--- config.mk ---
export PLATFORM = sky130hd
export DESIGN_NAME = pso_shift_reg
export DESIGN_NICKNAME = d
export VERILOG_FILES = /design/src/core/pso_pkg.sv /design/src/core/pso_fifo.sv /design/src/core/pso_shift_reg.sv
export SDC_FILE = /design/constraint.sdc
export NUM_CORES = 1
export LEC_CHECK = 0
export ABC_AREA = 1
export ABC_CLOCK_PERIOD_IN_PS = 6800
export BUFFER_PORTS_ARGS = -buffer_cell sky130_fd_sc_hd__buf_2
export CAP_MARGIN = 0
export CORE_MARGIN = 8
export CORE_UTILIZATION = 63
export DETAILED_ROUTE_END_ITERATION = 10
export PLACE_DENSITY = 0.78
export SETUP_SLACK_MARGIN = 0.15
export SKIP_LAST_GASP = 1
export SYNTH_ARGS = -nofsm -noshare
export SYNTH_HDL_FRONTEND = slang
export SYNTH_SLANG_ARGS = --single-unit
--- constraint.sdc ---
create_clock -name clk -period 6.8 [get_ports clk]
set_clock_uncertainty 0.2 [all_clocks]
set_input_delay 1.36 -clock clk [delete_from_list [all_inputs] [get_ports clk]]
set_output_delay 1.36 -clock clk [all_outputs]
set_load 0.05 [all_outputs]
--- src/core/pso_pkg.sv ---
// constants for the eight-stage parallel-in serial-out shift register
package pso_pkg;
	localparam int STAGES = 8;
	localparam int FIFO_WIDTH = 8;
	localparam int FIFO_DEPTH = 8;
	localparam logic [7:0] STAGE_RESET = 8'h00;
	localparam logic [3:0] FIFO_COUNT_RESET = 4'h0;
	localparam logic [2:0] FIFO_PTR_RESET = 3'h0;
	typedef logic [7:0] pso_word_t;
endpackage : pso_pkg

--- src/core/pso_fifo.sv ---
// parameterised valid/ready fifo holding parallel words before they load the stages
`timescale 1ns/100ps
`default_nettype none
module pso_fifo #(
	parameter int WIDTH = 8,
	parameter int DEPTH = 8
) (
	input  wire logic             clk,
	input  wire logic             rstn,
	input  wire logic [WIDTH-1:0] in_data,
	input  wire logic             in_valid,
	output logic                  in_ready,
	output logic [WIDTH-1:0]      out_data,
	output logic                  out_valid,
	input  wire logic             out_ready
);
	localparam int AW = $clog2(DEPTH);
	logic [WIDTH-1:0] mem [DEPTH];
	logic [AW-1:0]    wr_ptr;
	logic [AW-1:0]    rd_ptr;
	logic [AW:0]      count;
	logic             push;
	logic             pop;

	assign push = in_valid && in_ready;
	assign pop = out_valid && out_ready;
	assign in_ready = (count != (AW+1)'(DEPTH));
	assign out_valid = (count != '0);
	assign out_data = mem[rd_ptr];

	always_ff @(posedge clk)
	begin
		if (push)
		begin
			mem[wr_ptr] <= in_data;
		end
	end

	always_ff @(posedge clk)
	begin
		if (!rstn)
		begin
			wr_ptr <= '0;
			rd_ptr <= '0;
		end
		else
		begin
			if (push)
			begin
				wr_ptr <= (wr_ptr == AW'(DEPTH-1)) ? '0 : wr_ptr + 1'b1;
			end
			if (pop)
			begin
				rd_ptr <= (rd_ptr == AW'(DEPTH-1)) ? '0 : rd_ptr + 1'b1;
			end
		end
	end

	always_ff @(posedge clk)
	begin
		if (!rstn)
		begin
			count <= '0;
		end
		else if (push && !pop)
		begin
			count <= count + 1'b1;
		end
		else if (pop && !push)
		begin
			count <= count - 1'b1;
		end
	end
endmodule : pso_fifo
`default_nettype wire

--- src/core/pso_shift_reg.sv ---
// eight-stage parallel-in serial-out shift register, sampled on the system clock
// Function
// load-control low copies the eight parallel inputs into every stage, ignoring clocks; code loads one queued fifo word per low window, if any.
// load-control high shifts serial_data_in into stage one on a rising clock.
// both clock inputs behave identically; either can be the shift clock.
// one clock input held high blocks activity on the other (inhibit).
// the driver should raise the inhibit only while the clock is high.
// stages hold forever without clocking; any slow or stopped clock works.
// last stage drives a true output and a complemented output.
// each rising edge of the OR of both clocks shifts stages toward the eighth.
`timescale 1ns/100ps
`default_nettype none
module pso_shift_reg
	import pso_pkg::*;
(
	input  wire logic                         clk,
	input  wire logic                         rstn,
	input  wire logic                         shift_n_load,
	input  wire logic [pso_pkg::STAGES-1:0]   par_data,
	input  wire logic                         par_valid,
	output logic                              par_ready,
	input  wire logic                         serial_data_in,
	input  wire logic                         shift_clk_a,
	input  wire logic                         shift_clk_b,
	output logic                              last_stage_out,
	output logic                              last_stage_out_n
);
	import pso_pkg::*;

	typedef enum logic [0:0] {PSO_IDLE, PSO_HELD} pso_load_e;

	pso_word_t        stage;
	pso_word_t        fifo_data;
	logic             fifo_valid;
	logic             fifo_push;
	logic             fifo_pop;
	logic [3:0]       fill;
	logic [3:0]       next_fill;
	logic             clk_or;
	logic             clk_or_d;
	logic             shift_edge;
	pso_load_e        load_state;
	pso_load_e        next_load_state;

	// shift position: stage[0] is first, stage[7] the eighth
	function automatic pso_word_t pso_shift(input pso_word_t cur, input logic din);
		pso_shift = {cur[STAGES-2:0], din};
	endfunction : pso_shift

	// parallel words queue here so the source sees back-pressure while loads drain
	pso_fifo #(
		.WIDTH (FIFO_WIDTH),
		.DEPTH (FIFO_DEPTH)
	) u_fifo (
		.clk       (clk),
		.rstn      (rstn),
		.in_data   (par_data),
		.in_valid  (fifo_push),
		.in_ready  (),
		.out_data  (fifo_data),
		.out_valid (fifo_valid),
		.out_ready (fifo_pop)
	);

	// one word per load-low window; a held load keeps that word in the stages and pops no other
	always_comb
	begin
		next_load_state = load_state;
		case (load_state)
			PSO_IDLE:
			begin
				if (!shift_n_load && fifo_valid)
				begin
					next_load_state = PSO_HELD;
				end
			end
			PSO_HELD:
			begin
				if (shift_n_load)
				begin
					next_load_state = PSO_IDLE;
				end
			end
			default:
			begin
				next_load_state = PSO_IDLE;
			end
		endcase
	end

	assign fifo_pop = (load_state == PSO_IDLE) && !shift_n_load && fifo_valid;

	always_ff @(posedge clk)
	begin
		if (!rstn)
		begin
			load_state <= PSO_IDLE;
		end
		else
		begin
			load_state <= next_load_state;
		end
	end

	// ready is a flop, so it must already reflect the fill after this edge
	assign fifo_push = par_valid && par_ready;

	always_comb
	begin
		next_fill = fill;
		if (fifo_push && !fifo_pop)
		begin
			next_fill = fill + 4'h1;
		end
		else if (fifo_pop && !fifo_push)
		begin
			next_fill = fill - 4'h1;
		end
	end

	always_ff @(posedge clk)
	begin
		if (!rstn)
		begin
			fill      <= FIFO_COUNT_RESET;
			par_ready <= 1'b0;
		end
		else
		begin
			fill      <= next_fill;
			par_ready <= (next_fill != 4'(FIFO_DEPTH));
		end
	end

	// either pin high holds the OR high, so the other pin cannot make an edge
	assign clk_or = shift_clk_a | shift_clk_b;
	assign shift_edge = clk_or && !clk_or_d;

	always_ff @(posedge clk)
	begin
		if (!rstn)
		begin
			clk_or_d <= 1'b1;
		end
		else
		begin
			clk_or_d <= clk_or;
		end
	end

	// load wins over any clock edge; no edge means stages keep their value
	always_ff @(posedge clk)
	begin
		if (!rstn)
		begin
			stage <= STAGE_RESET;
		end
		else if (fifo_pop)
		begin
			stage <= fifo_data;
		end
		else if (!shift_n_load)
		begin
			stage <= stage;
		end
		else if (shift_edge)
		begin
			stage <= pso_shift(stage, serial_data_in);
		end
	end

	// outputs follow the eighth stage one cycle later, straight from flops
	always_ff @(posedge clk)
	begin
		if (!rstn)
		begin
			last_stage_out   <= STAGE_RESET[STAGES-1];
			last_stage_out_n <= ~STAGE_RESET[STAGES-1];
		end
		else
		begin
			last_stage_out   <= stage[STAGES-1];
			last_stage_out_n <= ~stage[STAGES-1];
		end
	end
endmodule : pso_shift_reg
`default_nettype wire

* Word level (Yosys, flattened, before mapping)
Memory sizes are Yosys's and may differ from the RTL's. A register that Yosys moved wholly into a read port is not among the register bits.
Index checks and enable logic that the tools add are counted.
** Operators by class
- $add $sub $neg :: 6
- Eq/ne operators :: 4
- Multiplexer cells :: 16
- Bitwise operators :: 3
- Reductions and logical operators :: 22
** Operator list (number)
- 2-to-1 mux 8 bit :: 3
- 2-to-1 mux 4 bit :: 4
- 2-to-1 mux 3 bit :: 4
- logical AND 1 bit :: 11
- adder 4 x 1 -> 4 bit, second input constant :: 2
- != test 4 bit, second input constant :: 2
- subtractor 4 x 1 -> 4 bit, second input constant :: 2
- adder 3 x 1 -> 3 bit, second input constant :: 2
- equality test 3 bit, second input constant :: 2
- zero test 1 bit :: 6
- nonzero test 2 bit :: 3
- 2-to-1 mux 1 bit :: 4
- nonzero test 4 bit :: 1
- inverter 1 bit :: 2
- one-hot mux 1 bit (2 select lines) :: 1
- AND reduction 2 bit :: 1
- bitwise OR 1 bit :: 1
** Storage, ports and cells
- Flip-flop bits (word level) :: 27
- Memory bits (writable) :: 64
- Bits of input ports :: 15
- Output and inout bits :: 3
- Word-level logic and storage cells :: 62
- Memories kept :: 1
** Memories
- u_fifo.mem :: depth 8, bits a word 8, rd ports 1, clocked after memory_dff 1, wr ports 1, RTL line pso_fifo.sv:18 : logic [WIDTH-1:0] mem [DEPTH];

* Depth between registers and ports, before layout
- Depth after elaboration :: 7
- Gate-level depth with buffers :: 13
- Gate-level depth less buffers :: 13

* By module
From an unflattened synthesis, not the netlist that was laid out.
** Second synthesis, totals
- Cells, all modules :: 426
- Area total of the unflattened synthesis :: 4141.5 µm²
** Modules (own cells, without submodules)
- pso_fifo :: instances 1, cells an instance 310, area each 3328.2 µm², seq. area each 2182.1 µm²
- pso_shift_reg :: instances 1, cells an instance 116, area each 813.3 µm², seq. area each 340.3 µm²

* Worst setup path before layout
Ideal clock, no wire load.
- Kind :: input to register
- Start :: input port shift_n_load
- End :: register u_fifo.count[3]
- Setup time :: 70 ps
- Arrival time :: 2987 ps
- Data required time :: 6530 ps
- Slack :: 3543 ps
- Cell stages on the path :: 12
- Buffers on the path :: 1
- Cell sequence :: nor2_1 nand2_4 buf_2 ha_1 inv_1 ha_1 nand2_1 nand2_1 a21oi_1 xor2_1 nand2_1 a21oi_1
** Between the ends
- Word-level cells in the longest chain between the ends :: 7
** Ends and longest elaborated chain
- start, declared :: RTL line pso_shift_reg.sv:18 : input wire logic shift_n_load,
- zero test 1 bit (*)
- logical AND 1 bit (*) (2 in series) :: RTL line pso_shift_reg.sv:91 : assign fifo_pop = (load_state == PSO_IDLE) && !shift_n_load && fifo_valid;
- logical AND 1 bit (*) :: RTL line pso_fifo.sv:26 : assign pop = out_valid && out_ready;
- zero test 1 bit :: RTL line pso_fifo.sv:65 : else if (push && !pop)
- logical AND 1 bit :: RTL line pso_fifo.sv:65
- 2-to-1 mux 4 bit / nonzero test 2 bit (equally long branches)
- end signal, assigned :: RTL line pso_fifo.sv:67 : count <= count + 1'b1;
- end signal, assigned :: RTL line pso_fifo.sv:71 : count <= count - 1'b1;
- end, declared :: RTL line pso_fifo.sv:21 : logic [AW:0] count;
Mark *: on every way between the ends. The rest lies on a longest branch, timed or not.
A chain may end at the register's enable or synchronous reset.

* Final worst setup path
Ends and elaborated chain as after synthesis.

==> metrics.txt <==
hold depth=1; Worst-path clk slew=0.09 ns; DP Wirelength=4.732 mm; crit start category=input port; post_cts resized=0; fmax=0.3255 GHz; P per Cell Area=374.2 mW/mm^2; share of layout cells above drive strength 1=0.09399; # diodes=0; status=finished clean; VDD IR max=0.2404 mV; WP data required=6.89 ns; CTS tree=yes; Leak=1.589 nW; FF-to-FF path depth=12; RSZ-0062 raised after global routing=no; area of the core=0.005956 sq mm; Core Util, Final=0.7055; global route total overflow=0; Tmin final=3.072 ns; maxcap violations=0; Wirelength per Cell=16.49 um; Hold Vio Cnt, Final=0; post-synth net total=390; # Post-CTS Setup Buffers=0; initial drt markers=267; IO Pins=18; Initial Utilization=0.6548; first-pass GRT wire length=12.41 mm; hold_buf cts=0; register area share after synthesis=0.6468; I/O Buffers=17; GRT Total Usage=0.1831; WL final=7.553 mm; via count=2653; CTS H-tree lvls=3; First-pass DRT Iterations=5; DR vias/cell=5.793; CTS max path bufs=2; antenna violations before repair=0; CP Max Fanout=18; worst min path class=flip-flop to flip-flop; critical path arrival=3.16 ns; FF+latch count, synth=94; Setup crit end kind=flip-flop; Routed Antenna Nets=0; area delta synth->final=7.732%; post-synth cell types=25; largest net degree at the start of global routing=34; Cell Area, Synth=0.003900 sq mm; Final Power=1.572 mW; TritonCTS Sinks=94; DIE WIDTH=94.68 um; Hold Worst Slack=0.2195 ns; most frequent cells in the layout=nor2_1 (72), edfxtp_1 (64), o21ai_0 (53); Slew Limit Fails=0; DRC=0; RD Place Congestion=0.8387; CTS buffer count=9; # fillers=435; final setup violation count=0; clk root buf=clkbuf_8; Yosys warning total=0; Fin Setup TNS=0 ns; Mean Syn Cell Area=10.68 sq um; clk_lat worst skew=0.36 ns; slew margin rel.=0.2992; Period Utilization, post-route=0.4517; Slew @ Worst Pin=1.050 ns; vias in the first global route=2515; die area=0.008964 sq mm; CP Class=input port to flip-flop; die height=94.68 um; Row Count=28; Final #Nets=404; Syn Inst Count=365; leading cell type in the layout, fill and taps excluded=nor2_1
## flip-flops by register name, indices dropped and copies added, names as in the netlist, named ones only
register	flops
par_ready	1
u_fifo.rd_ptr	3
u_fifo.mem	64
last_stage_out_n	1
stage	8
fill	4
u_fifo.wr_ptr	3
clk_or_d	1
load_state	1
last_stage_out	1
u_fifo.count	4
## worst paths after layout
| check | start | to | slack (ns) |
|---|---|---|---|
| worst min register to register | stage[7] | last_stage_out_n | 0.22 |
| worst min-delay path | stage[7] | last_stage_out_n | 0.22 |
| worst max register to register | u_fifo.count[0] | u_fifo.count[3] | 4.48 |
| worst max-delay path | shift_n_load | u_fifo.count[3] | 3.73 |
## critical path: stages
cell     delay (ns)
buf_2          0.10
nor2_1         0.28
nand2_4        0.21
ha_1           0.27
inv_1          0.11
ha_1           0.24
nand2_1        0.06
nand2_1        0.04
a21oi_1        0.14
xor2_1         0.16
nand2_1        0.07
a21oi_1        0.11
## cell type report
cell class              instances  area [sq um]  share of cell area
clock inverters                 6         62.56             0.01489
flip-flops and latches         94          2522              0.6004
repair buffers                 18         92.59             0.02204
clock buffers                   9         123.9             0.02948
well taps                      75         93.84             0.02233
inverters                      24         90.09             0.02144
multi-input cells             232          1216              0.2895
## cells by family (layout without fill, tap and decap cells)
logic type	count (synthesis)	after routing	synth area share
buffers and inverters	39	57	0.04139
and+or+nand+nor	129	129	0.1405
DFF	94	94	0.6468
xor gates and xnor gates	4	4	0.008982
AOI/OAI and AO/OA	89	89	0.1283
adders and majority gates	10	10	0.03401
## where the power goes
group | switching (mW) | leakage (nW) | internal, mW
Sequential | 0.0683 | 0.825 | 0.682
Combinational | 0.304 | 0.675 | 0.165
Clock | 0.186 | 0.0891 | 0.167
Total | 0.559 | 1.59 | 1.01
## routing by layer
| metal | global-route usage | part of all wire | up-vias |
|---|---|---|---|
| met5 | 0 | 0 | - |
| met4 | 0.09233 | 0.019 | 0 |
| met3 | 0.03413 | 0.045 | 12 |
| met2 | 0.2851 | 0.49 | 55 |
| met1 | 0.2408 | 0.44 | 1287 |
| li1 | - | - | 1299 |
## Yosys cell counts, drive strengths merged
cell type,count,area share
nor2,72,0.069
buf,12,0.015
a21oi,15,0.019
o211ai,17,0.033
o211a,2,0.0051
fa,1,0.0051
inv,24,0.023
xor2,4,0.0090
dfxtp,30,0.15
edfxtp,64,0.49
nand3,18,0.023
or3,1,0.0016
nand4,2,0.0032
clkbuf,3,0.0029
nor3,1,0.0013
o21ai,54,0.069
ha,9,0.029
nand3b,2,0.0038
a22oi,1,0.0019
nand2,33,0.038
## stage by stage
stage	cell area, sq um	setup slack [ns]	instances
6_report	4202	3.728	458
5_1_grt	4202	3.537	458
3_3_place_gp	4015	3.414	443
4_1_cts	4202	3.747	458
3_5_place_dp	4015	3.384	443
2_1_floorplan	3900	3.543	365
Power figures use the tool's default switching activity.
